### config.mk
export PLATFORM = sky130hd
export DESIGN_NAME = dsg_top
export DESIGN_NICKNAME = d
export VERILOG_FILES = /design/src/pkg/dsg_pkg.sv /design/src/dsg_fault_chk.sv /design/src/dsg_gate_sel.sv /design/src/dsg_top.sv
export SDC_FILE = /design/constraint.sdc
export NUM_CORES = 1
export LEC_CHECK = 0
export BUFFER_PORTS_ARGS = -buffer_cell sky130_fd_sc_hd__buf_2
export CORE_ASPECT_RATIO = 1.75
export CORE_MARGIN = 2
export CORE_UTILIZATION = 41
export DETAILED_ROUTE_END_ITERATION = 8
export PLACE_DENSITY = 0.79
export SYNTH_ARGS = -nofsm -noshare
export SYNTH_HDL_FRONTEND = slang
export SYNTH_SLANG_ARGS = --single-unit
### constraint.sdc
create_clock -name mclk_i -period 3.2 [get_ports mclk_i]
set_input_delay 0.48 -clock mclk_i [delete_from_list [all_inputs] [get_ports mclk_i]]
set_output_delay 0.48 -clock mclk_i [all_outputs]
set_load 0.02 [all_outputs]
### src/pkg/dsg_pkg.sv
// shared constants for the deep-sleep clock gating block
package dsg_pkg;

   ////////////////////////////////////////////////////////////////////////
   // units handled by the gating register, in unit-vector order
   localparam int DSG_UNITS = 5;
   localparam int DSG_U_WDT = 0;
   localparam int DSG_U_HIB = 1;
   localparam int DSG_U_ADC = 2;
   localparam int DSG_U_BUS0 = 3;
   localparam int DSG_U_BUS1 = 4;

   // bit position of each unit enable inside the gating register
   localparam int DSG_BIT_WDT = 3;
   localparam int DSG_BIT_HIB = 6;
   localparam int DSG_BIT_ADC = 16;
   localparam int DSG_BIT_BUS0 = 24;
   localparam int DSG_BIT_BUS1 = 25;
   localparam int DSG_UNIT_BIT [DSG_UNITS] = '{DSG_BIT_WDT, DSG_BIT_HIB,
      DSG_BIT_ADC, DSG_BIT_BUS0, DSG_BIT_BUS1};

   ////////////////////////////////////////////////////////////////////////
   // register map, byte addresses
   localparam int DSG_ADDR_W = 12;
   localparam logic [11:0] DSG_OFS_DEEP_GATE = 12'h120;
   localparam logic [11:0] DSG_OFS_INT_STATUS = 12'h124;
   localparam logic [11:0] DSG_OFS_INT_MASK = 12'h128;
   localparam logic [11:0] DSG_OFS_APPLIED = 12'h12c;

   // reset values and writable bits
   localparam logic [31:0] DSG_DEEP_GATE_RESET = 32'h0000_0040;
   localparam logic [31:0] DSG_DEEP_GATE_WMASK = 32'h0301_0048;
   localparam logic [1:0] DSG_INT_STATUS_RESET = 2'h0;
   localparam logic [1:0] DSG_INT_MASK_RESET = 2'h0;

   // interrupt status / mask layout
   localparam int DSG_EVT_W = 2;
   localparam int DSG_EVT_FAULT = 0;
   localparam int DSG_EVT_DEEP = 1;

   // applied-state register layout
   localparam int DSG_APP_SRC_LSB = 8;
   localparam int DSG_APP_ACG_BIT = 12;

   ////////////////////////////////////////////////////////////////////////
   // power mode codes on the mode input, and the applied source
   localparam logic [1:0] DSG_MODE_RUN = 2'h0;
   localparam logic [1:0] DSG_MODE_SLEEP = 2'h1;
   localparam logic [1:0] DSG_MODE_DEEP = 2'h2;

   // avalon response codes
   localparam logic [1:0] DSG_RESP_OK = 2'h0;
   localparam logic [1:0] DSG_RESP_DECODE = 2'h3;

   typedef enum logic {
      DSG_BUS_IDLE,
      DSG_BUS_ACK
   } dsg_bus_state_t;

endpackage

### src/dsg_fault_chk.sv
// flags accesses to units whose clock is off
`timescale 1ns/1ps
`default_nettype none

module dsg_fault_chk
   import dsg_pkg::*;
#(
   parameter int UNITS = DSG_UNITS
) (
   input wire logic [UNITS-1:0] clk_en_i,
   input wire logic [UNITS-1:0] access_i,
   output logic [UNITS-1:0] fault_o
);

   genvar g;
   generate
      for (g = 0; g < UNITS; g++) begin : g_unit
         // gated unit answers with a fault
         assign fault_o[g] = access_i[g] & ~clk_en_i[g];
      end
   endgenerate

endmodule

`default_nettype wire

### src/dsg_gate_sel.sv
// picks which gating set drives the unit clocks
`timescale 1ns/1ps
`default_nettype none

module dsg_gate_sel
   import dsg_pkg::*;
#(
   parameter int UNITS = DSG_UNITS
) (
   input wire logic [UNITS-1:0] run_gate_i,
   input wire logic [UNITS-1:0] sleep_gate_i,
   input wire logic [UNITS-1:0] deep_gate_i,
   input wire logic auto_gating_select_i,
   input wire logic [1:0] power_mode_i,
   output logic [UNITS-1:0] gate_o,
   output logic [1:0] source_o
);

   wire use_sleep;
   wire use_deep;

   // sleep sets only count with automatic gating selected
   assign use_sleep = auto_gating_select_i &&
      (power_mode_i == DSG_MODE_SLEEP);
   // deep set only in deep sleep
   assign use_deep = auto_gating_select_i &&
      (power_mode_i == DSG_MODE_DEEP);

   // otherwise the run set stays in force
   assign gate_o = use_deep ? deep_gate_i :
      (use_sleep ? sleep_gate_i : run_gate_i);
   assign source_o = use_deep ? DSG_MODE_DEEP :
      (use_sleep ? DSG_MODE_SLEEP : DSG_MODE_RUN);

endmodule

`default_nettype wire

### src/dsg_top.sv
// deep-sleep clock gating register with avalon slave and interrupt
//
// What this block does
// - each implemented gating bit is the clock enable of one unit.
// - a read or write to a unit whose clock is off is answered by a fault.
// - gating bits reset to zero except those given another reset value.
// - this register's enables apply only while the system is in deep sleep.
// - sleep and deep-sleep sets apply only with automatic gating selected.
// - bits 25, 24 and 16 gate bus unit one, bus unit zero and the converter.
// - bit 6 gates the hibernation module and resets to one.
// - bit 3 gates the watchdog, resets to zero, and gated access faults.
// - reserved bits read as zero and ignore writes.
`timescale 1ns/1ps
`default_nettype none

module dsg_top
   import dsg_pkg::*;
#(
   parameter int UNITS = DSG_UNITS,
   parameter int ADDR_W = DSG_ADDR_W
) (
   input wire logic mclk_i,
   input wire logic reset_i,
   // avalon-mm slave
   input wire logic [ADDR_W-1:0] avs_address_i,
   input wire logic avs_read_i,
   input wire logic avs_write_i,
   input wire logic [31:0] avs_writedata_i,
   input wire logic [3:0] avs_byteenable_i,
   output logic [31:0] avs_readdata_o,
   output logic avs_waitrequest_o,
   output logic [1:0] avs_response_o,
   // system state, from logic on the same clock
   input wire logic [1:0] power_mode_i,
   input wire logic auto_gating_select_i,
   input wire logic [UNITS-1:0] run_gate_i,
   input wire logic [UNITS-1:0] sleep_gate_i,
   // fabric access strobes, one per unit
   input wire logic [UNITS-1:0] unit_access_i,
   // unit clock enables and per-unit fault answers
   output logic [UNITS-1:0] unit_clk_en_o,
   output logic [UNITS-1:0] unit_fault_o,
   output logic irq_o
);

   ////////////////////////////////////////////////////////////////////////
   // storage
   logic [31:0] deep_sleep_gate_reg;
   logic [31:0] deep_sleep_gate_next;
   logic [DSG_EVT_W-1:0] int_status_reg;
   logic [DSG_EVT_W-1:0] int_status_next;
   logic [DSG_EVT_W-1:0] int_mask_reg;
   logic [DSG_EVT_W-1:0] int_mask_next;
   logic [UNITS-1:0] clk_en_reg;
   logic [UNITS-1:0] fault_reg;
   logic [1:0] source_reg;
   logic irq_reg;
   dsg_bus_state_t bus_state_reg;
   dsg_bus_state_t bus_state_next;
   logic [31:0] rdata_reg;
   logic [1:0] resp_reg;
   logic wait_reg;

   ////////////////////////////////////////////////////////////////////////
   // bus decode
   wire bus_req;
   wire bus_commit;
   wire sel_gate;
   wire sel_status;
   wire sel_mask;
   wire sel_applied;
   wire sel_any;
   wire [31:0] byte_mask;
   wire [31:0] gate_wmask;
   wire [31:0] rd_mux;

   assign bus_req = avs_read_i | avs_write_i;
   // a write takes effect at the edge where waitrequest is seen low
   assign bus_commit = avs_write_i && (bus_state_reg == DSG_BUS_ACK);
   assign sel_gate = (avs_address_i == DSG_OFS_DEEP_GATE);
   assign sel_status = (avs_address_i == DSG_OFS_INT_STATUS);
   assign sel_mask = (avs_address_i == DSG_OFS_INT_MASK);
   assign sel_applied = (avs_address_i == DSG_OFS_APPLIED);
   assign sel_any = sel_gate | sel_status | sel_mask | sel_applied;
   assign byte_mask = {{8{avs_byteenable_i[3]}}, {8{avs_byteenable_i[2]}},
      {8{avs_byteenable_i[1]}}, {8{avs_byteenable_i[0]}}};
   // only unit bits are writable, the rest stay zero
   assign gate_wmask = byte_mask & DSG_DEEP_GATE_WMASK;

   ////////////////////////////////////////////////////////////////////////
   // gating selection and fault check
   wire [UNITS-1:0] deep_units;
   wire [UNITS-1:0] gate_sel;
   wire [1:0] source_sel;
   wire [UNITS-1:0] fault_now;

   genvar g;
   generate
      for (g = 0; g < UNITS; g++) begin : g_unit
         // one enable bit per unit at its fixed position
         assign deep_units[g] = deep_sleep_gate_reg[DSG_UNIT_BIT[g]];
      end
   endgenerate

   dsg_gate_sel #(
      .UNITS(UNITS)
   ) u_sel (
      .run_gate_i(run_gate_i),
      .sleep_gate_i(sleep_gate_i),
      .deep_gate_i(deep_units),
      .auto_gating_select_i(auto_gating_select_i),
      .power_mode_i(power_mode_i),
      .gate_o(gate_sel),
      .source_o(source_sel)
   );

   // checked against the enables in force, the watchdog included
   dsg_fault_chk #(
      .UNITS(UNITS)
   ) u_fault (
      .clk_en_i(clk_en_reg),
      .access_i(unit_access_i),
      .fault_o(fault_now)
   );

   ////////////////////////////////////////////////////////////////////////
   // interrupt events
   wire evt_fault;
   wire evt_deep;
   wire [DSG_EVT_W-1:0] evt_vec;
   wire [DSG_EVT_W-1:0] w1c;

   assign evt_fault = |fault_now;
   assign evt_deep = (source_sel == DSG_MODE_DEEP) &&
      (source_reg != DSG_MODE_DEEP);
   assign evt_vec = {evt_deep, evt_fault};
   assign w1c = (bus_commit && sel_status && avs_byteenable_i[0]) ?
      avs_writedata_i[DSG_EVT_W-1:0] : '0;

   ////////////////////////////////////////////////////////////////////////
   // next-state logic
   // only unit bits reach the register, reserved bits hold zero
   assign deep_sleep_gate_next = (bus_commit && sel_gate) ?
      ((deep_sleep_gate_reg & ~gate_wmask) |
       (avs_writedata_i & gate_wmask)) :
      deep_sleep_gate_reg;
   // set wins over a clear in the same cycle
   assign int_status_next = (int_status_reg & ~w1c) | evt_vec;
   assign int_mask_next = (bus_commit && sel_mask && avs_byteenable_i[0]) ?
      avs_writedata_i[DSG_EVT_W-1:0] : int_mask_reg;
   assign bus_state_next = (bus_state_reg == DSG_BUS_IDLE && bus_req) ?
      DSG_BUS_ACK : DSG_BUS_IDLE;

   // read mux, unmapped addresses read zero
   wire [31:0] rd_status;
   wire [31:0] rd_mask;
   wire [31:0] rd_applied;

   assign rd_status = {{(32-DSG_EVT_W){1'b0}}, int_status_reg};
   assign rd_mask = {{(32-DSG_EVT_W){1'b0}}, int_mask_reg};
   assign rd_applied = {{(32-UNITS){1'b0}}, clk_en_reg} |
      ({30'h0000_0000, source_reg} << DSG_APP_SRC_LSB) |
      ({31'h0000_0000, auto_gating_select_i} << DSG_APP_ACG_BIT);
   assign rd_mux = sel_gate ? deep_sleep_gate_reg :
      (sel_status ? rd_status :
      (sel_mask ? rd_mask :
      (sel_applied ? rd_applied : 32'h0000_0000)));

   ////////////////////////////////////////////////////////////////////////
   // registers
   always_ff @(posedge mclk_i or posedge reset_i) begin
      if (reset_i) begin
         // hibernation bit comes up set, all others clear
         deep_sleep_gate_reg <= DSG_DEEP_GATE_RESET;
         int_status_reg <= DSG_INT_STATUS_RESET;
         int_mask_reg <= DSG_INT_MASK_RESET;
      end else begin
         deep_sleep_gate_reg <= deep_sleep_gate_next;
         int_status_reg <= int_status_next;
         int_mask_reg <= int_mask_next;
      end
   end

   // applied enables drive the unit clocks
   always_ff @(posedge mclk_i or posedge reset_i) begin
      if (reset_i) begin
         clk_en_reg <= '0;
         source_reg <= DSG_MODE_RUN;
         fault_reg <= '0;
         irq_reg <= 1'b0;
      end else begin
         clk_en_reg <= gate_sel;
         source_reg <= source_sel;
         fault_reg <= fault_now;
         irq_reg <= |(int_status_next & int_mask_next);
      end
   end

   // one wait cycle, then the answer; readdata sampled at the first edge of the request
   always_ff @(posedge mclk_i or posedge reset_i) begin
      if (reset_i) begin
         bus_state_reg <= DSG_BUS_IDLE;
         rdata_reg <= 32'h0000_0000;
         resp_reg <= DSG_RESP_OK;
         wait_reg <= 1'b1;
      end else begin
         bus_state_reg <= bus_state_next;
         // own flop so waitrequest carries no decode glitch
         wait_reg <= (bus_state_next != DSG_BUS_ACK);
         if (bus_state_reg == DSG_BUS_IDLE && bus_req) begin
            rdata_reg <= avs_read_i ? rd_mux : 32'h0000_0000;
            resp_reg <= sel_any ? DSG_RESP_OK : DSG_RESP_DECODE;
         end
      end
   end

   ////////////////////////////////////////////////////////////////////////
   // outputs straight from flops
   assign avs_readdata_o = rdata_reg;
   assign avs_waitrequest_o = wait_reg;
   assign avs_response_o = resp_reg;
   assign unit_clk_en_o = clk_en_reg;
   assign unit_fault_o = fault_reg;
   assign irq_o = irq_reg;

endmodule

`default_nettype wire

-- Word level (Yosys, flattened, before mapping)
Index checks and enable logic that the tools add are counted.
- flip-flop bits (word level): 85
- bits of input ports: 70
- output and inout bits: 46
- word-level logic and storage cells: 70
- eq/ne operators: 8
- mux-type cells: 13
- bitwise logic cells: 26
- reductions and logical operators: 12
- operators with widths (cell ; count):
    32-bit 2-to-1 mux ; 2
    12-bit by 9-bit equality test with 1-bit output, second input constant ; 4
    13-bit 2-to-1 mux ; 3
    32-bit by 26-bit bitwise AND with 32-bit output ; 1
    32-bit bitwise AND ; 1
    26-bit inverter with 32-bit output ; 1
    32-bit OR ; 1
    10-bit by 13-bit OR with 13-bit output ; 1
    1-bit logical AND ; 10
    5-bit 2-to-1 mux ; 2
    5-bit by 10-bit OR with 10-bit output ; 1
    2-bit 2-to-1 mux ; 4
    1-bit inverter ; 7
    1-bit bitwise AND ; 5
    5-bit OR reduction ; 1
    2-bit bitwise AND ; 2
    2-bit equality test, second input constant ; 2
    1-bit OR ; 4
    2-bit by 1-bit equality test with 1-bit output, second input constant ; 1
    1-bit 2-to-1 mux ; 2
    2-bit != test, second input constant ; 1
    2-bit inverter ; 1
    2-bit OR ; 1
    2-bit OR reduction ; 1

-- Longest topological paths before layout
Gate-level depths: netlist of run 1.
- depth after elaboration: 9
- gate-level depth with buffers: 5
- depth with buffers taken out: 4

-- Hierarchy
From an unflattened synthesis of run 1, not the netlist that was laid out.
- cell total of the unflattened synthesis: 173
- area, all modules: 1950.6 um^2
- modules (own cells, without submodules) (module ; instances ; cells an instance ; area an instance (um^2) ; seq. area each (um^2)):
    dsg_top ; 1 ; 133 ; 1639.1 ; 928.4
    dsg_gate_sel ; 1 ; 35 ; 242.7 ; 0.0
    dsg_fault_chk ; 1 ; 5 ; 68.8 ; 0.0

-- Worst setup path before layout of run 1
No wires, ideal clock.
- kind: input port to flip-flop
- start: input port avs_address_i[4]
- end: register irq_reg, in the netlist irq_o
- library setup time: 0.122 ns
- arrival time: 1.607 ns
- required time: 3.078 ns
- path slack: 1.472 ns
- stages: 4
- buffers on the path: 0
- cell sequence: nor4b_4 nand2_1 or4_1 a32o_1
- longest elaborated chain between the ends: 9
- elaborated cells on any way between the ends: 13
- those cells by class: eq/ne (2); mux (2); bitwise (4); reduce/logical (5)
- RTL lines (item ; line ; RTL):
    start: declaration ; dsg_top.sv:25 ; input wire logic [ADDR_W-1:0] avs_address_i,
    12-bit by 9-bit equality test with 1-bit output ; dsg_top.sv:81 ; assign sel_status = (avs_address_i == DSG_OFS_INT_STATUS);
    1-bit logical AND (2 in series) ; dsg_top.sv:137 ; assign w1c = (bus_commit && sel_status && avs_byteenable_i[0]) ?
    2-bit 2-to-1 mux ; dsg_top.sv:137 ;
    2-bit inverter ; dsg_top.sv:148 ; assign int_status_next = (int_status_reg & ~w1c) | evt_vec;
    2-bit bitwise AND ; dsg_top.sv:148 ;
    2-bit OR ; dsg_top.sv:148 ;
    2-bit bitwise AND (*) ; dsg_top.sv:195 ; irq_reg <= |(int_status_next & int_mask_next);
    2-bit OR reduction (*) ; dsg_top.sv:195 ;
    end signal: assignment ; dsg_top.sv:195 ;
    end: declaration ; dsg_top.sv:57 ; logic irq_reg;
Mark *: on every way between the ends. The rest lies on a longest branch, timed or not.
A chain may end at the register's enable or synchronous reset.

-- Final worst setup path of run 1
- start: register clk_en_reg[4], in the netlist unit_clk_en_o[4]
- end: register irq_reg, in the netlist irq_o
- longest elaborated chain between the ends: 6
- RTL lines (item ; line ; RTL):
    start: declaration ; dsg_top.sv:54 ; logic [UNITS-1:0] clk_en_reg;
    start signal: assignment ; dsg_top.sv:192 ; clk_en_reg <= gate_sel;
    1-bit inverter ; dsg_fault_chk.sv:19 ; assign fault_o[g] = access_i[g] & ~clk_en_i[g];
    1-bit bitwise AND ; dsg_fault_chk.sv:19 ;
    net fault_now[4] ; dsg_top.sv:95 ; wire [UNITS-1:0] fault_now;
    5-bit OR reduction ; dsg_top.sv:133 ; assign evt_fault = |fault_now;
    2-bit OR ; dsg_top.sv:148 ;
    2-bit bitwise AND ; dsg_top.sv:195 ;
    2-bit OR reduction ; dsg_top.sv:195 ;
The timed path passes the listed nets, and every way through them passes these cells.

==> flow_summary.json, run 1 <==
{
  "synth_top_area_share_pct": 49.16,
  "die_w_um": 53.83,
  "dr.pass1.iters": 4,
  "grt_max_degree": 38,
  "hpwl_um": 2935,
  "met1_usage_pct": 18.64,
  "fin_nets": 295,
  "sequentialPowerShare_pct": 47.2,
  "clkPwrFrac_pct": 39.3,
  "clk_pin_slew_ps": 70,
  "yosys_warnings": 0,
  "drive_above_1_share_pct": 41.15,
  "busiest_layer": "met2",
  "cp_num_buf_inv": 0,
  "grtUsageMet2_pct": 28.05,
  "cp_max_fo": 3,
  "dieHeight_um": 91.21,
  "grt_first_pass_wirelength_um": 5906,
  "finalNonFillerCells": 275,
  "synth.most_common_cell": "dfrtp_1",
  "critical_path.top_delay_family": "simple AND/OR/NAND/NOR gates",
  "startpoint_type": "register",
  "synth_commonest_cells": "dfrtp_1 (35), buf_4 (26), nand2_1 (12)",
  "hold_viol_final": 0,
  "nFillCells": 378,
  "crit_chain": "and2b_1, or3_1, or4_1, a32o_1",
  "clock_sinks": 37,
  "antenna_found_initial": 0,
  "rrSetupSlack_ps": 1480,
  "status": "finished, final reports clean",
  "die-area_um2": 4910,
  "synth_edf_count": 0,
  "seq_area_frac_synth_pct": 52.11,
  "overflow": 0,
  "setup_slack_ps": 1481,
  "period_needed_ps": 1719,
  "drtIter0Drc": 19,
  "ys.flop_type": "dfrtp_1",
  "period_share_pct": 53.73,
  "design_area_um2": 2192,
  "place_ws_ps": 1252,
  "skew_ps": 4.028,
  "grtUsageMet3_pct": 3.947,
  "syn2layout_area_growth_pct": 23.03,
  "worst-setup-path-type": "register to register",
  "p_int_uw": 786.9,
  "combPwrFrac_pct": 13.5,
  "wl_per_cell_um": 13.39,
  "max_freq_mhz": 581.6,
  "r2r_end": "irq_o",
  "p_switching_uw": 257.6,
  "grt_util_all_layers_pct": 16.73,
  "post_cts_resized": 0,
  "cpPeakStageDelay_ps": 430,
  "antennaDiodeCount": 0,
  "ant_nets": 0,
  "core_um2": 4150,
  "synthArstFlopShare_pct": 100.0,
  "ys_ff_latch": 37,
  "netlist_area_um2": 1782,
  "worst_ep_arrival_time_ps": 1890,
  "drv_cap": 0,
  "power_density_nw_per_um2": 476.5,
  "cts_tree": "built",
  "ioPinCount": 116,
  "cts_hold_buf": 0,
  "num_vias": 1345,
  "place_inst": 267,
  "required_ps": 3370,
  "vias_per_cell": 4.891,
  "drt-total-wl_um": 3681,
  "synth_top_area_cell": "dfrtp_1",
  "p_sw_share_pct": 24.67,
  "grt_pass1_vias": 1290,
  "multi_input_area_um2": 703.2,
  "slew_violations": 0,
  "clkLatencyLatePin_ps": 280,
  "start_util_pct": 42.93,
  "cts_setup_buffers": 0,
  "critPathSlowestCell": "or4_1",
  "gp_congestion": 0.8361,
  "cts_made_buffers": 5,
  "p_leak_nw": 1.187,
  "synth_top_cells_by_area": "dfrtp_1 (49%), buf_4 (11%), mux2_2 (5.7%)",
  "ys_types": 31,
  "row_count": 31,
  "reg2regPathDepth": 4,
  "route.detailed.drc": 0,
  "finalSetupTns_ps": 0,
  "clock_path_buffers": 2,
  "setup_viol": 0,
  "cts_root_buf": "clkbuf_8",
  "syn_inst": 156,
  "cts.htree.levels": 2,
  "regArea_um2": 928.4,
  "placed_cell_area_um2": 2072,
  "port_buffers": 69,
  "r2r-start": "unit_clk_en_o[4]",
  "ir_worst_vdd_uv": 320.7,
  "cp-end-kind": "register",
  "synth.avg_cell_area_um2": 11.42,
  "hold_class": "primary input to async pin",
  "rsz0062_at_grt": "false"
}
[cell type report]
type,count,area share [%]
sequential,37,42.35
inverter,5,0.8562
clock buffer,6,3.767
timing repair buffer,71,16.44
clock inverter,2,1.712
tap,49,2.797
multi-input combinational,105,32.08
[cell families after synthesis]
group	count (synthesis)	synth area share, %
simple gates	46	16.43
flops	37	52.11
buf+inv	33	12.43
compound gates	25	10.32
mux	14	8.497
other cells	1	0.2105
[worst min-delay path, stage by stage]
cell,delay [ps]
buf_2,90
inv_1,40
buf_4,390
[power groups by stage]
| stage | logic [mW] | clock network [mW] | registers (mW) |
|---|---|---|---|
| after global placement | 0.141 | 0 | 0.501 |
| after global routing | 0.156 | 0.449 | 0.495 |
| after CTS | 0.143 | 0.425 | 0.493 |
| after floorplan | 0.101 | 0 | 0.511 |
| final | 0.141 | 0.410 | 0.493 |
| after detailed placement | 0.143 | 0 | 0.502 |
[how the worst max path moves through the flow]
| stage | slack, ps | endpoint | cells past startpoint | from |
|---|---|---|---|---|
| floorplan | 1470 | irq_o | 4 | avs_address_i[4] |
| global placement | 1240 | irq_o | 5 | unit_access_i[2] |
| detailed placement | 1250 | irq_o | 5 | unit_access_i[2] |
| CTS | 1450 | irq_o | 4 | unit_clk_en_o[4] |
| global route | 1370 | irq_o | 4 | unit_clk_en_o[4] |
| finish | 1480 | irq_o | 4 | unit_clk_en_o[4] |
[stage by stage]
stage	hold WS (ps)	utilization, %	power [mW]
finish	279.9	52.82	1.045
global placement	456.7	49.92	0.6421
CTS	289.9	52.82	1.061
global route	316.5	52.82	1.100
detailed placement	465.7	49.92	0.6448
floorplan	435.3	-	0.6122
[routing by layer]
metal  up-vias  share of wire [%]
met4         0                2.9
met5         -                  0
li1        646                  -
met1       631                 36
met3         8                6.2
met2        60                 55
[cell usage in the layout (no fill, tap or decap)]
| master | Yosys | final |
|---|---|---|
| conb_1 | 1 | 20 |
| nand3b_1 | 3 | 3 |
| mux2i_1 | 5 | 5 |
| nand3_1 | 1 | 1 |
| nor4b_4 | 2 | 2 |
| buf_2 | 0 | 69 |
| or4_1 | 2 | 2 |
| nor4b_1 | 1 | 1 |
| nand4_1 | 6 | 6 |
| a21o_1 | 1 | 1 |
| a22oi_1 | 2 | 2 |
| or3_1 | 1 | 1 |
| nor2_1 | 4 | 4 |
| a22o_1 | 9 | 9 |
| dfrtp_1 | 35 | 35 |
| and3_2 | 1 | 1 |
| clkinvlp_4 | 0 | 1 |
| and2_1 | 2 | 2 |
| inv_1 | 5 | 5 |
| nand2b_1 | 1 | 1 |
| nor2b_1 | 8 | 8 |
| and3_1 | 1 | 1 |
| dfstp_2 | 2 | 2 |
| clkbuf_8 | 0 | 6 |
| a2bb2oi_1 | 1 | 1 |
| bufinv_16 | 0 | 1 |
| o21ai_0 | 9 | 9 |
| a32o_1 | 1 | 1 |
| and2b_1 | 1 | 1 |
| buf_4 | 26 | 2 |
| mux2_2 | 9 | 9 |
| o2111a_1 | 1 | 1 |
| o21bai_1 | 1 | 1 |
| nand2_1 | 12 | 12 |
(Power assumes the default switching activity.)
==> run 2, diff against run 1 <==
clock period = 1.7 ns   (was 3.2 ns; I/O delays follow)
==> flow_summary.json, run 2 (same netlist as run 1, synthesis figures left out) <==
{
  "vias_per_cell": 4.880,
  "ir_worst_vdd_uv": 673.0,
  "nFillCells": 392,
  "antenna_found_initial": 0,
  "syn2layout_area_growth_pct": 27.11,
  "drv_cap": 0,
  "fin_nets": 303,
  "cts_made_buffers": 5,
  "period_share_pct": 98.51,
  "rsz0062_at_grt": "true",
  "rrSetupSlack_ps": 30,
  "worst-setup-path-type": "register to register",
  "sequentialPowerShare_pct": 46.4,
  "place_inst": 275,
  "dr.pass1.iters": 4,
  "die-area_um2": 4910,
  "hpwl_um": 3111,
  "num_vias": 1381,
  "drive_above_1_share_pct": 44.44,
  "skew_ps": 3.041,
  "clkPwrFrac_pct": 39.2,
  "drtIter0Drc": 17,
  "ioPinCount": 116,
  "port_buffers": 69,
  "regArea_um2": 928.4,
  "die_w_um": 53.83,
  "route.detailed.drc": 0,
  "core_um2": 4150,
  "gp_congestion": 0.8475,
  "design_area_um2": 2265,
  "cts_tree": "built",
  "cp-end-kind": "register",
  "cp_max_fo": 2,
  "r2r-start": "unit_clk_en_o[4]",
  "place_ws_ps": -18.47,
  "cts_setup_buffers": 0,
  "crit_chain": "and2b_1, or3_4, or4_4, a32o_1",
  "multi_input_area_um2": 715.7,
  "start_util_pct": 42.93,
  "r2r_end": "irq_o",
  "finalNonFillerCells": 283,
  "most-common-layout-cells": "buf_2 (69), dfrtp_1 (35), conb_1 (20)",
  "max_freq_mhz": 597.1,
  "total_power_mw": 1.992,
  "layout_commonest_cell": "buf_2",
  "hold_viol_final": 0,
  "row_count": 31,
  "critPathSlowestCell": "or4_4",
  "clk_pin_slew_ps": 70,
  "antennaDiodeCount": 0,
  "overflow": 0,
  "setup_viol": 0,
  "whs_ps": 53.72,
  "cpPeakStageDelay_ps": 420,
  "wl_per_cell_um": 13.51,
  "placed_cell_area_um2": 2132,
  "hold_class": "primary input to async pin",
  "power_density_nw_per_um2": 879.4,
  "drt-total-wl_um": 3824,
  "clkLatencyLatePin_ps": 290,
  "grt_first_pass_wirelength_um": 6072,
  "dieHeight_um": 91.21,
  "worst_ep_arrival_time_ps": 1850,
  "period_needed_ps": 1675,
  "p_int_mw": 1.495,
  "combPwrFrac_pct": 14.4,
  "status": "finished, final reports clean",
  "p_sw_share_pct": 24.94,
  "startpoint_type": "register",
  "grt_util_all_layers_pct": 16.80,
  "slew_violations": 0,
  "p_switching_uw": 496.7,
  "clock_sinks": 37,
  "grt_max_degree": 38,
  "reg2regPathDepth": 4,
  "clock_path_buffers": 2,
  "required_ps": 1870,
  "setup_slack_ps": 25.30,
  "ant_nets": 0,
  "p_leak_nw": 1.232,
  "cts.htree.levels": 2,
  "cts_root_buf": "clkbuf_8",
  "grt_pass1_vias": 1329
}
run 2: worst max path at each step:
stage	from	to	slack, ps	depth (start not counted)
detailed placement	unit_access_i[2]	irq_o	-20	5
global placement	unit_access_i[2]	irq_o	-40	5
CTS	unit_clk_en_o[4]	irq_o	1	4
floorplan	unit_clk_en_o[4]	irq_o	120	4
finish	unit_clk_en_o[4]	irq_o	30	4
global route	unit_clk_en_o[4]	irq_o	-40	4
run 2: stage by stage:
stage,utilization (%),setup TNS (ps)
after floorplan,-,0
after global placement,51.37,-40.43
after detailed placement,51.37,-18.47
after CTS,54.27,0
after global routing,54.57,-42.48
final,54.57,0
run 2: critical path, delay by kind of cell (launching register included):
kind,cells,cell delay (ps)
AND/OR/NAND/NOR,3,950
flip-flops,1,350
AO/OA/AOI/OAI,1,260
run 2: cell type report:
class                   instances  area share, %
multi-input cells             105          31.60
clock buffers                   6          3.646
flip-flops and latches         37          40.99
clock inverters                 2          1.657
inverters                       5         0.8287
repair buffers                 79          18.56
well taps                      49          2.707
run 2: power groups by stage:
stage,clock [mW],sequential (mW),combinational (mW)
after detailed placement,0,0.942,0.286
after global placement,0,0.941,0.281
after floorplan,0,0.962,0.191
after CTS,0.801,0.925,0.287
after global routing,0.850,0.928,0.314
final,0.780,0.925,0.286
run 2: per-layer routing:
| metal | vias up | share of wire [%] | GRT usage (%) | wire length [um] |
|---|---|---|---|---|
| li1 | 659 | - | - | - |
| met4 | 0 | 2.8 | 8.547 | 106 |
| met1 | 658 | 35 | 17.80 | 1330 |
| met3 | 8 | 6.1 | 3.125 | 232 |
| met2 | 56 | 56 | 29.57 | 2155 |
| met5 | - | 0 | 0 | 0 |
run 2: timing repair:
action / 4_1_cts / 5_1_grt
resized for setup: 0 / 3
endpoints found under the setup margin: 0 / 1
hold buffers: 0 / 0
